<file path="config.mk">
export PLATFORM = sky130hd
export DESIGN_NAME = ocsd_top
export DESIGN_NICKNAME = d
export VERILOG_FILES = /design/src/ocsd_pkg.sv /design/src/ocsd_store_if.sv /design/src/ocsd_top.sv /design/src/ocsd_channel_bank.sv
export SDC_FILE = /design/constraint.sdc
export NUM_CORES = 1
export LEC_CHECK = 0
export ABC_AREA = 1
export BUFFER_PORTS_ARGS = -buffer_cell sky130_fd_sc_hd__buf_2
export CORE_UTILIZATION = 35
export CTS_CLUSTER_DIAMETER = 120
export DETAILED_ROUTE_END_ITERATION = 6
export HOLD_SLACK_MARGIN = 0.03
export PLACE_DENSITY_LB_ADDON = 0.1
export SLEW_MARGIN = 15
export SYNTH_ARGS = -nofsm -noshare
export SYNTH_HDL_FRONTEND = slang
export SYNTH_SLANG_ARGS = --single-unit
</file>
<file path="constraint.sdc">
create_clock -name core_clk_i -period 1.9 [get_ports core_clk_i]
set_clock_uncertainty 0.05 [all_clocks]
set_input_delay 0.285 -clock core_clk_i [delete_from_list [all_inputs] [get_ports core_clk_i]]
set_output_delay 0.285 -clock core_clk_i [all_outputs]
set_load 0.01 [all_outputs]
</file>
<file path="src/ocsd_pkg.sv">
// Purpose: Shared constants for the octal latched sink driver.
// Assumes: Pins arrive synchronous to core_clk_i.
// Notes:   Stored high means the matching sink pulls low.
//
// Contract
// - Eight channels, own flop, shared clock, clear
// - Clear low zeroes store, releases all sinks
// - Capture rising edge stores data; high sinks
// - Clock low or falling edge holds outputs
package ocsd_pkg;

  // Channel count
  localparam int unsigned CHANNELS = 8;

  // Stored bits after reset or clear
  localparam logic [CHANNELS-1:0] STORE_CLEAR = 8'h00;

  // Sink enables after reset or clear: all released
  localparam logic [CHANNELS-1:0] SINK_OFF = 8'h00;

  // Level driven onto a sink pin while enabled
  localparam logic [CHANNELS-1:0] SINK_LEVEL = 8'h00;

  // Idle level of the sampled capture clock
  localparam logic CAP_CLK_IDLE = 1'b0;

endpackage : ocsd_pkg

</file>
<file path="src/ocsd_store_if.sv">
// Purpose: Carries capture strobe, clear, data and stored bits.
// Assumes: One clock domain, core_clk_i.
// Notes:   Driver side issues strobes, bank side holds the bits.
`timescale 1ns/10ps

interface ocsd_store_if;
  logic                            capture;
  logic                            clear;
  logic [ocsd_pkg::CHANNELS-1:0]   data;
  logic [ocsd_pkg::CHANNELS-1:0]   stored;

  // Control side
  modport ctrl (output capture, output clear, output data, input stored);
  // Storage side
  modport bank (input capture, input clear, input data, output stored);
endinterface // ocsd_store_if

</file>
<file path="src/ocsd_top.sv">
// Purpose: Octal latched sink driver, eight open-drain sinks.
// Assumes: Capture clock and clear pins sampled on core_clk_i.
// Notes:   Sink pins need external pull-ups; enable high pulls low.
//          A capture reaches the pins one edge after it is taken.
//          Clear releases every sink at the edge that samples it.
//          Capture clock held high through reset counts as a rise.
`timescale 1ns/10ps

module ocsd_top (
  input  wire logic                          core_clk_i,
  input  wire logic                          rst_n_i,
  input  wire logic                          clear_n_i,
  input  wire logic                          capture_clk_i,
  input  wire logic [ocsd_pkg::CHANNELS-1:0] capture_input_i,
  output logic      [ocsd_pkg::CHANNELS-1:0] sink_output_n_o,
  output logic      [ocsd_pkg::CHANNELS-1:0] sink_output_oe_o
);

  // Capture clock step between the last sample and this one
  typedef enum logic [1:0] {
    CKEV_LOW,
    CKEV_RISE,
    CKEV_HIGH,
    CKEV_FALL
  } ocsd_ckev_t;

  // Action the channel bank takes at this edge
  typedef enum logic [1:0] {
    ACT_HOLD,
    ACT_LOAD,
    ACT_CLEAR
  } ocsd_act_t;

  // Capture clock tracking
  logic                          cap_clk_prev_r;
  ocsd_ckev_t                    cap_step;

  // Clear and bank control
  logic                          clear_act;
  ocsd_act_t                     bank_act;

  // Sink stage flop outputs, one bit per channel
  logic [ocsd_pkg::CHANNELS-1:0] sink_oe;
  logic [ocsd_pkg::CHANNELS-1:0] sink_lvl;

  // Strobes, data and stored bits to the channel bank
  ocsd_store_if st ();

  genvar ch;

  // Previous capture clock level for edge detection
  always_ff @(posedge core_clk_i or negedge rst_n_i) begin
    if (!rst_n_i) begin
      cap_clk_prev_r <= ocsd_pkg::CAP_CLK_IDLE;
    end else begin
      cap_clk_prev_r <= capture_clk_i;
    end
  end

  // Clear pin is active low and sampled like any other pin
  assign clear_act = ~clear_n_i;

  // Classify the capture clock step from last sample to this one
  always_comb begin
    case ({cap_clk_prev_r, capture_clk_i})
      2'h1: begin
        cap_step = CKEV_RISE;
      end
      2'h3: begin
        cap_step = CKEV_HIGH;
      end
      2'h2: begin
        cap_step = CKEV_FALL;
      end
      default: begin
        cap_step = CKEV_LOW;
      end
    endcase
  end

  // Clear outranks every step; only a rise loads, the rest hold
  always_comb begin
    bank_act = ACT_HOLD;
    if (clear_act) begin
      bank_act = ACT_CLEAR;
    end else begin
      case (cap_step)
        CKEV_RISE: begin
          bank_act = ACT_LOAD;
        end
        CKEV_HIGH: begin
          bank_act = ACT_HOLD;
        end
        CKEV_FALL: begin
          bank_act = ACT_HOLD;
        end
        default: begin
          bank_act = ACT_HOLD;
        end
      endcase
    end
  end

  // Strobes and data into the channel bank
  assign st.capture = (bank_act == ACT_LOAD);
  assign st.clear   = (bank_act == ACT_CLEAR);
  assign st.data    = capture_input_i;

  ocsd_channel_bank u_bank (
    .core_clk_i (core_clk_i),
    .rst_n_i    (rst_n_i),
    .st         (st)
  );

  // One sink stage per channel
  generate
    for (ch = 0; ch < ocsd_pkg::CHANNELS; ch++) begin : g_sink
      logic oe_bit_r;
      logic lvl_bit_r;

      // Enable follows the stored bit; clear releases at once
      always_ff @(posedge core_clk_i or negedge rst_n_i) begin
        if (!rst_n_i) begin
          oe_bit_r <= ocsd_pkg::SINK_OFF[ch];
        end else if (bank_act == ACT_CLEAR) begin
          oe_bit_r <= ocsd_pkg::SINK_OFF[ch];
        end else begin
          oe_bit_r <= st.stored[ch];
        end
      end

      // Driven level never changes; only the enable does
      always_ff @(posedge core_clk_i or negedge rst_n_i) begin
        if (!rst_n_i) begin
          lvl_bit_r <= ocsd_pkg::SINK_LEVEL[ch];
        end else begin
          lvl_bit_r <= ocsd_pkg::SINK_LEVEL[ch];
        end
      end

      assign sink_oe[ch]  = oe_bit_r;
      assign sink_lvl[ch] = lvl_bit_r;
    end
  endgenerate

  // Pins come straight from the per-channel flops
  assign sink_output_oe_o = sink_oe;
  assign sink_output_n_o  = sink_lvl;

endmodule // ocsd_top

</file>
<file path="src/ocsd_channel_bank.sv">
// Purpose: One storage flip-flop per channel.
// Assumes: Clear and capture are one-cycle qualified levels.
// Notes:   Clear takes priority over capture.
`timescale 1ns/10ps

module ocsd_channel_bank (
  input  wire logic   core_clk_i,
  input  wire logic   rst_n_i,
  ocsd_store_if.bank  st
);

  genvar ch;

  // Independent flop per channel
  generate
    for (ch = 0; ch < ocsd_pkg::CHANNELS; ch++) begin : g_chan
      logic bit_r;

      // Clear wins, else load on capture, else hold
      always_ff @(posedge core_clk_i or negedge rst_n_i) begin
        if (!rst_n_i) begin
          bit_r <= ocsd_pkg::STORE_CLEAR[ch];
        end else if (st.clear) begin
          bit_r <= ocsd_pkg::STORE_CLEAR[ch];
        end else if (st.capture) begin
          bit_r <= st.data[ch];
        end
      end

      assign st.stored[ch] = bit_r;
    end
  endgenerate

endmodule // ocsd_channel_bank

</file>
== Word level (Yosys, flattened, before mapping) ==
Cells that the tools add are included.

* Reduce and logical (&&, ||, !) cells: 1
* Multiplexer cells: 27
* Equal/unequal tests: 6

{| class="wikitable"
|+ Operators with widths
! kind !! number
|-
| two-way mux 1 bit || 25
|-
| == test 2 x 1 -> 1 bit (second input constant) || 3
|-
| == test 2 bit (second input constant) || 3
|-
| case mux 2 bit (3 select lines) || 1
|-
| two-way mux 2 bit || 1
|-
| nonzero test 2 bit || 1
|}

* Input bits: 12
* Flip-flop bits (word level): 17
* Word-level logic and storage cells: 51

== Logic depth before layout (Yosys ltp) ==
Gate-level depths: netlist (run 1).

* Word-level depth: 8
* Depth in mapped cells: 6
* Depth with buffers taken out: 4

== By module ==
Synthesis (run 1) repeated with hierarchy kept, for this count alone.

* Cell total of the unflattened synthesis: 89
* Area total of the unflattened synthesis: 828.3 um^2

{| class="wikitable"
|+ By module, submodules not included
! module !! cells an instance !! times used !! area each (um^2)
|-
| ocsd_top || 46 || 1 || 436.7
|-
| ocsd_channel_bank || 43 || 1 || 391.6
|}

== Worst setup path before layout (run 1) ==
No wires, ideal clock.

* Path kind: input -> register
* Start: input port clear_n_i
* End: register u_bank.g_chan[7].bit_r
* Setup time: 0.116 ns
* Data arrival time: 0.694 ns
* Stages: 6
* Path buffers: 2
* Slack: 1.040 ns
* Data required time: 1.734 ns
* Cell sequence: buf_6 buf_12 nand2_1 inv_1 nand2_1 nand2_1

* Longest elaborated chain between the ends: 3
* Elaborated cells between the ends (all ways): 5

{| class="wikitable"
|+ Ends and longest elaborated chain
! item !! line !! text
|-
| from (decl) || ocsd_top.sv:12 || <nowiki>input wire logic clear_n_i,</nowiki>
|-
| two-way mux 2 bit (*) || ocsd_top.sv:84 || <nowiki>if (clear_act) begin</nowiki>
|-
| == test 2 bit / == test 2 x 1 -> 1 bit (equally long branches) || ocsd_top.sv:106, ocsd_top.sv:105 ||
|-
| two-way mux 1 bit / nonzero test 2 bit (equally long branches) || n/a ||
|-
| to (signal assigned) || ocsd_channel_bank.sv:22 || <nowiki>bit_r <= ocsd_pkg::STORE_CLEAR[ch];</nowiki>
|-
| to (signal assigned) || ocsd_channel_bank.sv:24 || <nowiki>bit_r <= ocsd_pkg::STORE_CLEAR[ch];</nowiki>
|-
| to (signal assigned) || ocsd_channel_bank.sv:26 || <nowiki>bit_r <= st.data[ch];</nowiki>
|-
| to (decl) || ocsd_channel_bank.sv:17 || <nowiki>logic bit_r;</nowiki>
|}

Every way passes the cells marked *; elsewhere a longest branch is shown, timed or not.
A chain may end at the register's enable or synchronous reset.

== Final worst setup path (run 1) ==
* Start: register g_sink[2].oe_bit_r
* End: output port sink_output_oe_o[2] in the netlist's numbering

{| class="wikitable"
|+ RTL lines
! item !! line !! text
|-
| from (decl) || ocsd_top.sv:118 || <nowiki>logic oe_bit_r;</nowiki>
|-
| from (signal assigned) || ocsd_top.sv:124 || <nowiki>oe_bit_r <= ocsd_pkg::SINK_OFF[ch];</nowiki>
|-
| from (signal assigned) || ocsd_top.sv:126 || <nowiki>oe_bit_r <= ocsd_pkg::SINK_OFF[ch];</nowiki>
|-
| from (signal assigned) || ocsd_top.sv:128 || <nowiki>oe_bit_r <= st.stored[ch];</nowiki>
|-
| to (decl) || ocsd_top.sv:16 || <nowiki>output logic [ocsd_pkg::CHANNELS-1:0] sink_output_oe_o</nowiki>
|}

No word-level cell between the ends.

==> results of run 1 <==
Yosys cell counts:
master / number
inv_2: 3
nor2_8: 1
inv_1: 15
buf_6: 1
dfrtp_1: 17
conb_1: 1
nand2_1: 38
buf_4: 16
nand2_4: 3
buf_12: 1
worst paths after layout:
check | to | slack [ns]
worst max-delay path | sink_output_oe_o[2] | 0.77
worst min-delay path | cap_clk_prev_r$_DFF_PN0_ | 0.10
worst max register to register | u_bank.g_chan[1].bit_r$_DFFE_PN0P_ | 0.99
min in group asynchronous | g_sink[5].oe_bit_r$_DFF_PN0_ | 0.38
max in group asynchronous | g_sink[1].oe_bit_r$_DFF_PN0_ | 1.13
worst min register to register | g_sink[1].oe_bit_r$_DFF_PN0_ | 0.41
layer usage:
metal  global-route usage  vias to the layer above  share of wire  wire length (um)
met5                    0                        -              0                 0
met4               0.0833                        0         0.0098                12
met2                0.197                       22           0.50               607
met3               0.0268                        2          0.052                64
met1                0.125                      239           0.44               539
li1                     -                      271              -                 -
through the flow:
stage / hold slack (ns) / power, mW / area, um2 / std cells
3_5_place_dp: 0.186 / 0.460 / 850 / 132
6_report: 0.105 / 0.645 / 887 / 137
5_1_grt: 0.0872 / 0.689 / 887 / 137
2_1_floorplan: -0.0606 / 0.454 / 871 / 103
4_1_cts: 0.0897 / 0.662 / 887 / 137
3_3_place_gp: 0.185 / 0.458 / 850 / 132
worst reg2reg max path, cell delays in order, from the launching register on:
cell,delay (ns)
dfrtp_1,0.46
inv_2,0.09
nand2_4,0.08
nand2_1,0.08
nand2_1,0.05
cell families (layout without fill, tap and decap cells):
family	after synthesis	in the layout
simple gates	42	42
buf+inv	36	42
flops	17	17
other cells	1	8
registers in the layout, summed over array words and instances (netlist names):
| signal | count |
|---|---|
| cap_clk_prev_r | 1 |
| g_sink.oe_bit_r | 8 |
| u_bank.g_chan.bit_r | 8 |
final cells by class:
| type | count | area, um2 |
|---|---|---|
| well taps | 28 | 35.0 |
| fillers | 244 | 1350 |
| flip-flops and latches | 17 | 425 |
| inverters | 18 | 67.6 |
| clock buffers | 3 | 22.5 |
| multi-input cells | 50 | 226 |
| repair buffers | 20 | 105 |
| clock inverters | 1 | 5.00 |
timing repair:
action                                 in CTS  in global routing
setup endpoints to repair                   0                  0
endpoints found under the hold margin      17                  0
buffers inserted                            0                  0
hold buffers                                1                  0
power by group:
group          switching, mW  internal, mW  leakage, nW
Sequential           0.00591         0.375        0.230
Combinational         0.0464        0.0241        0.387
Clock                  0.116        0.0782       0.0177
==> impl_metrics.yaml, run 1 <==
die:
  die_area_um2: 2610
  num_rows: 17
  core_area_um2: 2230
  die_w_um: 51.1
  ioPinCount: 28
  initial_core_util: 0.378
  die_h_um: 51.1
worst_setup_path:
  critPathMaxStageDelay_ns: 0.37
  worstRegToRegCells: 4
  crit_cells: 1
  end_kind: "output port"
  crit_fanout: 1
  worst_ep_required_time_ns: 1.56
  critPathArrivalTime_ns: 0.80
  path_cells: "buf_2"
  crit_path_start: "g_sink[2].oe_bit_r$_DFF_PN0_"
  critPathTopFamily: "flip-flops"
  rr_startpoint: "cap_clk_prev_r$_DFF_PN0_"
  path_class: "register to output port"
  cp_slowest_cell: "dfrtp_1"
  cp-start-kind: "register"
  critPathBufInv: 1
global_routing:
  gr-total-overflow: 0
  grt_start_max_net_pins: 18
  grt_pass1_wl_mm: 2.13
  track_usage: 0.116
  first_global_vias: 506
  antenna_found_initial: 0
synthesis:
  synth.area.top_cells: "dfrtp_1 50%, nand2_1 17%, buf_4 14%, inv_1 6.7%, nand2_4 4.0%"
  yosysTopAreaCellShare: 0.504
  synth-xor-area-share: 0
  yosysTopAreaCell: "dfrtp_1"
  yosysWarnings: 0
  synth_compound_area_frac: 0
  yosysUniqueCellTypes: 10
  synth-simple-area-share: 0.233
  synth_seq_area_share: 0.504
  synth_top_family_by_area: "buffers and inverters"
  synthAdderAreaFrac: 0
  synth.mux.area_fraction: 0
  synth_cells: 96
  synth.cell_area_um2: 845
  synth_seq_cells: 17
  syn_area_per_cell_um2: 8.80
detailed_routing:
  ant_nets: 0
  vias: 534
  dr.first_iter.drc_count: 1
  via_per_inst: 3.90
  drt_first_pass_iters: 2
  drc: 0
  wl_per_cell_um: 8.93
  routed_wl_mm: 1.22
sta:
  period_needed_ns: 1.13
  tns_ns: 0
  hold_violations: 0
  rsz0062_at_grt: "false"
  finalSetupViolations: 0
  fin_ws_ns: 0.769
  slew_viol_final: 0
  timing.fmax_ghz: 0.884
  period_share: 0.595
place:
  gp_congestion: 0.696
  io_buffers: 19
  dp_hpwl_um: 835
  place_ws_ns: 0.901
power_and_ir_drop:
  power_density_nw_per_um2: 728
  leakagePower_nw: 0.635
  ir_worst_vdd_mv: 0.295
clock_network:
  cts_tree: "yes"
  clk_pin_slew_ns: 0.10
  clkSinkCount: 17
  clock_latency_ns: 0.28
  numCtsBuffers: 3
  cts_root_buffer: "clkbuf_4"
  cts_buffer_depth: 2
  htreeDepth: 1
  cts.repair.resized: 0
flow_run:
  drv_cap: 0
final_layout:
  utilization: 0.397
  areaGrowthSynthToFinish_pct: 5.04
  layout-drive-gt1-share: 0.275
  fin_nets: 122
  final_cell_mix: "38 x nand2_1, 19 x buf_2, 17 x dfrtp_1"
  diodes: 0
  layout_commonest_cell: "nand2_1"
hold_path:
  min_from: "capture_clk_i"
  min_path_type: "input port to register"
  min_path_cells: 1
status:
  outcome: "complete, no violations"
Power figures use the tool's default switching activity.
==> run 2, diff against run 1 <==
==> constraint.sdc (replaced) <==
create_clock -name core_clk_i -period 1 [get_ports core_clk_i]
set_clock_uncertainty 0.05 [all_clocks]
set_input_delay 0.15 -clock core_clk_i [delete_from_list [all_inputs] [get_ports core_clk_i]]
set_output_delay 0.15 -clock core_clk_i [all_outputs]
set_load 0.01 [all_outputs]
==> impl_metrics.yaml, run 2 (same netlist as run 1, synthesis figures left out) <==
die:
  die_h_um: 51.1
  num_rows: 17
  die_area_um2: 2610
  core_area_um2: 2230
  ioPinCount: 28
  die_w_um: 51.1
  initial_core_util: 0.378
place:
  dpl.cell_count: 132
  place_ws_ns: 0.109
  io_buffers: 19
  gp_congestion: 0.702
  dp_hpwl_um: 781
clock_network:
  clkSinkCount: 17
  clock_latency_ns: 0.28
  cts_tree: "yes"
  htreeDepth: 1
  post_cts_buffers: 0
  numCtsBuffers: 3
  cts_buffer_depth: 2
  cts_root_buffer: "clkbuf_4"
  clk_pin_slew_ns: 0.10
sta:
  period_share: 0.982
  slew_viol_final: 0
  period_needed_ns: 0.982
  hold_violations: 0
  hold_slack_ns: 0.0862
  finalSetupViolations: 0
  fin_ws_ns: 0.0180
  timing.fmax_ghz: 1.02
  rsz0062_at_grt: "true"
final_layout:
  layout-drive-gt1-share: 0.264
  fin_cells: 138
  multi_input_area_um2: 226
  diodes: 0
  num-fill-cells: 240
  areaGrowthSynthToFinish_pct: 6.07
  ff_latch_area_um2: 425
  final_cell_mix: "38 x nand2_1, 19 x buf_2, 17 x dfrtp_1"
  fin_nets: 123
  top_regs: "g_sink.oe_bit_r (8), u_bank.g_chan.bit_r (8), cap_clk_prev_r (1)"
  layout_commonest_cell: "nand2_1"
flow_run:
  drv_cap: 0
global_routing:
  first_global_vias: 409
  track_usage: 0.0972
  grt_start_max_net_pins: 18
  grt_pass1_wl_mm: 1.81
  gr-total-overflow: 0
  antenna_found_initial: 0
detailed_routing:
  drt_first_pass_iters: 4
  vias: 523
  drc: 0
  via_per_inst: 3.79
  dr.first_iter.drc_count: 5
  routed_wl_mm: 1.17
  ant_nets: 0
  wl_per_cell_um: 8.49
worst_setup_path:
  cp_slowest_cell: "dfrtp_1"
  end_kind: "output port"
  rr_startpoint: "cap_clk_prev_r$_DFF_PN0_"
  worstRegToRegCells: 4
  critPathArrivalTime_ns: 0.78
  reg2reg_slack_ns: 0.10
  crit_path_end: "sink_output_oe_o[5]"
  critPathBufInv: 1
  path_cells: "buf_2"
  worst_ep_required_time_ns: 0.80
  crit_cells: 1
  critPathMaxStageDelay_ns: 0.37
  crit_fanout: 1
  critPathTopFamily: "flip-flops"
  path_class: "register to output port"
  r2r_end: "u_bank.g_chan[5].bit_r$_DFFE_PN0P_"
  crit_path_start: "g_sink[5].oe_bit_r$_DFF_PN0_"
  cp-start-kind: "register"
power_and_ir_drop:
  power_density_nw_per_um2: 1360
  power_switching_mw: 0.307
  power_frac_seq: 0.592
  p_total_mw: 1.22
  combPwrFrac: 0.112
  p_clk_frac: 0.296
  switching_share: 0.251
  p_int_mw: 0.916
  leakagePower_nw: 0.637
  ir_worst_vdd_mv: 0.495
status:
  outcome: "complete, no violations"
hold_path:
  min_path_type: "input port to register"
## run 2: changes by cell type in the layout (fill, tap and decap cells not counted)
cell	change
clkinv_2	-1
dlygate4sd3_1	+1
clkbuf_1	+1
## run 2: power by group through the flow
stage / Combinational [mW] / Clock [mW] / Sequential [mW]
finish: 0.137 / 0.362 / 0.724
global route: 0.155 / 0.410 / 0.727
CTS: 0.140 / 0.394 / 0.724
detailed placement: 0.134 / 0 / 0.737
global placement: 0.133 / 0 / 0.737
floorplan: 0.126 / 0 / 0.737
## run 2: repair_timing
item / CTS / global route
setup endpoints to repair: 2 / 8
resized for setup: 0 / 0
hold buffers: 2 / 0
gates cloned: 0 / 0
endpoints found under the hold margin: 18 / 0
## run 2: metrics by stage
stage / utilization / setup TNS, ns / cell area [um2]
2_1_floorplan: - / 0 / 871
3_3_place_gp: 0.380 / 0 / 850
3_5_place_dp: 0.380 / 0 / 850
4_1_cts: 0.401 / -0.00573 / 896
5_1_grt: 0.401 / -0.139 / 896
6_report: 0.401 / 0 / 896
## run 2: worst min-delay path by stage
stage	to	slack, ns	cells after the start	startpoint
3_5_place_dp	g_sink[7].oe_bit_r$_DFF_PN0_	0.05	1	rst_n_i
6_report	u_bank.g_chan[3].bit_r$_DFFE_PN0P_	0.09	5	capture_input_i[3]
3_3_place_gp	g_sink[5].oe_bit_r$_DFF_PN0_	0.05	1	rst_n_i
5_1_grt	u_bank.g_chan[0].bit_r$_DFFE_PN0P_	0.09	5	capture_input_i[0]
4_1_cts	u_bank.g_chan[3].bit_r$_DFFE_PN0P_	0.07	5	capture_input_i[3]
2_1_floorplan	cap_clk_prev_r$_DFF_PN0_	-0.20	0	rst_n_i
## run 2: layout make-up
| cell class | count | share of cell area |
|---|---|---|
| flip-flops and latches | 17 | 0.475 |
| well taps | 28 | 0.0391 |
| inverters | 18 | 0.0754 |
| multi-input cells | 50 | 0.253 |
| repair buffers | 21 | 0.128 |
| clock buffers | 4 | 0.0293 |
## run 2: routing by layer
layer / global-route usage / up-vias / share of wire
met2: 0.149 / 22 / 0.47
met3: 0.0179 / 2 / 0.051
li1: - / 274 / -
met1: 0.121 / 225 / 0.46
met5: 0 / - / 0
met4: 0.0694 / 0 / 0.010
==> run 3, diff against run 2 <==
--- a/config.mk
+++ b/config.mk
@@ -8,6 +8,7 @@
 export ABC_AREA = 1
 export BUFFER_PORTS_ARGS = -buffer_cell sky130_fd_sc_hd__buf_2
 export CORE_UTILIZATION = 35
+export CTS_BUF_LIST = sky130_fd_sc_hd__clkbuf_4 sky130_fd_sc_hd__clkbuf_8
 export CTS_CLUSTER_DIAMETER = 120
 export DETAILED_ROUTE_END_ITERATION = 6
 export HOLD_SLACK_MARGIN = 0.03
==> constraint.sdc (replaced) <==
create_clock -name core_clk_i -period 1 [get_ports core_clk_i]
set_clock_uncertainty 0.05 [all_clocks]
set_input_delay 0.1 -clock core_clk_i [delete_from_list [all_inputs] [get_ports core_clk_i]]
set_output_delay 0.1 -clock core_clk_i [all_outputs]
set_load 0.01 [all_outputs]
==> impl_metrics.yaml, run 3 (same netlist as run 1, synthesis figures left out) <==
status:
  outcome: "complete, no violations"
worst_setup_path:
  critPathArrivalTime_ns: 1.10
  end_kind: "register"
  rr_startpoint: "cap_clk_prev_r$_DFF_PN0_"
  worstRegToRegCells: 4
  crit_fanout: 8
  crit_path_start: "capture_clk_i"
  worst_ep_required_time_ns: 1.14
  cp-start-kind: "input port"
  path_class: "input port to register"
clock_network:
  clock_latency_ns: 0.28
  clkSinkCount: 17
  clk_pin_slew_ns: 0.10
  post_cts_buffers: 0
  numCtsBuffers: 3
  cts_tree: "yes"
  htreeDepth: 1
  cts.repair.resized: 0
  cts_root_buffer: "clkbuf_4"
  cts_buffer_depth: 2
  postCtsHoldBufs: 5
die:
  die_w_um: 51.1
  die_area_um2: 2610
  ioPinCount: 28
  core_area_um2: 2230
  num_rows: 17
  initial_core_util: 0.378
  die_h_um: 51.1
global_routing:
  grt_pass1_wl_mm: 1.77
  gr-total-overflow: 0
  grt_start_max_net_pins: 18
  antenna_found_initial: 0
  first_global_vias: 400
  track_usage: 0.0953
sta:
  hold_violations: 0
  finalSetupViolations: 0
  hold_slack_ns: 0.0415
  period_needed_ns: 0.960
  tns_ns: 0
  timing.fmax_ghz: 1.04
  slew_viol_final: 0
  period_share: 0.960
  rsz0062_at_grt: "false"
place:
  gp_congestion: 0.702
  dp_hpwl_um: 781
  dpl_cell_area_um2: 850
  io_buffers: 19
final_layout:
  multi_input_area_um2: 226
  layout-drive-gt1-share: 0.265
  areaGrowthSynthToFinish_pct: 10.1
  fin_nets: 126
  diodes: 0
  layout_commonest_cell: "nand2_1"
  top_regs: "g_sink.oe_bit_r (8), u_bank.g_chan.bit_r (8), cap_clk_prev_r (1)"
  final_cell_mix: "38 x nand2_1, 19 x buf_2, 17 x dfrtp_1"
  num-fill-cells: 233
  fin_area_um2: 930
  ff_latch_area_um2: 425
power_and_ir_drop:
  ir_worst_vdd_mv: 0.544
  p_total_mw: 1.26
  power_density_nw_per_um2: 1350
  leakagePower_nw: 0.653
detailed_routing:
  dr.first_iter.drc_count: 5
  drc: 0
  via_per_inst: 3.72
  routed_wl_mm: 1.20
  drt_first_pass_iters: 4
  wl_per_cell_um: 8.49
  vias: 525
  ant_nets: 0
hold_path:
  min_from: "capture_input_i[5]"
  min_path_cells: 5
  min_path_type: "input port to register"
flow_run:
  drv_cap: 0
-- run 3: cell count changes in the layout (fill, tap and decap cells not counted) --
cell / before / now
clkbuf_1: 1 / 0
clkbuf_4: 3 / 4
dlygate4sd3_1: 2 / 5
-- run 3: path summary, 6_finish.rpt --
path,slack [ns],end
setup / recovery,0.04,u_bank.g_chan[6].bit_r$_DFFE_PN0P_
hold / removal,0.04,u_bank.g_chan[5].bit_r$_DFFE_PN0P_
setup reg to reg,0.10,u_bank.g_chan[5].bit_r$_DFFE_PN0P_
hold reg to reg,0.42,g_sink[7].oe_bit_r$_DFF_PN0_
max in group asynchronous,0.41,u_bank.g_chan[1].bit_r$_DFFE_PN0P_
min in group asynchronous,0.21,g_sink[6].oe_bit_r$_DFF_PN0_
-- run 3: routing by layer --
metal	up-vias	GRT usage	part of all wire
li1	280	-	-
met1	221	0.120	0.47
met2	22	0.145	0.47
met3	2	0.0179	0.050
met4	0	0.0694	0.010
met5	-	0	0
-- run 3: final cells by class --
type,instances,area share
clock buffers,4,0.0323
inverters,18,0.0727
multi-input cells,50,0.244
flip-flops and latches,17,0.458
well taps,28,0.0377
repair buffers,24,0.156
-- run 3: critical path, stage by stage --
cell and delay (ns):
dlygate4sd3_1 0.53, buf_2 0.15, inv_1 0.14, nor2_8 0.06, nand2_1 0.07, nand2_1 0.04
-- run 3: power by group --
part           internal [mW]  total, mW  switching, mW
clock                  0.182      0.389          0.207
sequential             0.713      0.724         0.0111
combinational         0.0559      0.146         0.0899
-- run 3: per-stage QoR --
| step | std cells | worst slack (ns) | util |
|---|---|---|---|
| 3_5_place_dp | 132 | 0.109 | 0.380 |
| 6_report | 141 | 0.0404 | 0.416 |
| 4_1_cts | 141 | 0.0454 | 0.416 |
| 3_3_place_gp | 132 | 0.121 | 0.380 |
| 5_1_grt | 141 | 0.00319 | 0.416 |
| 2_1_floorplan | 103 | 0.163 | - |
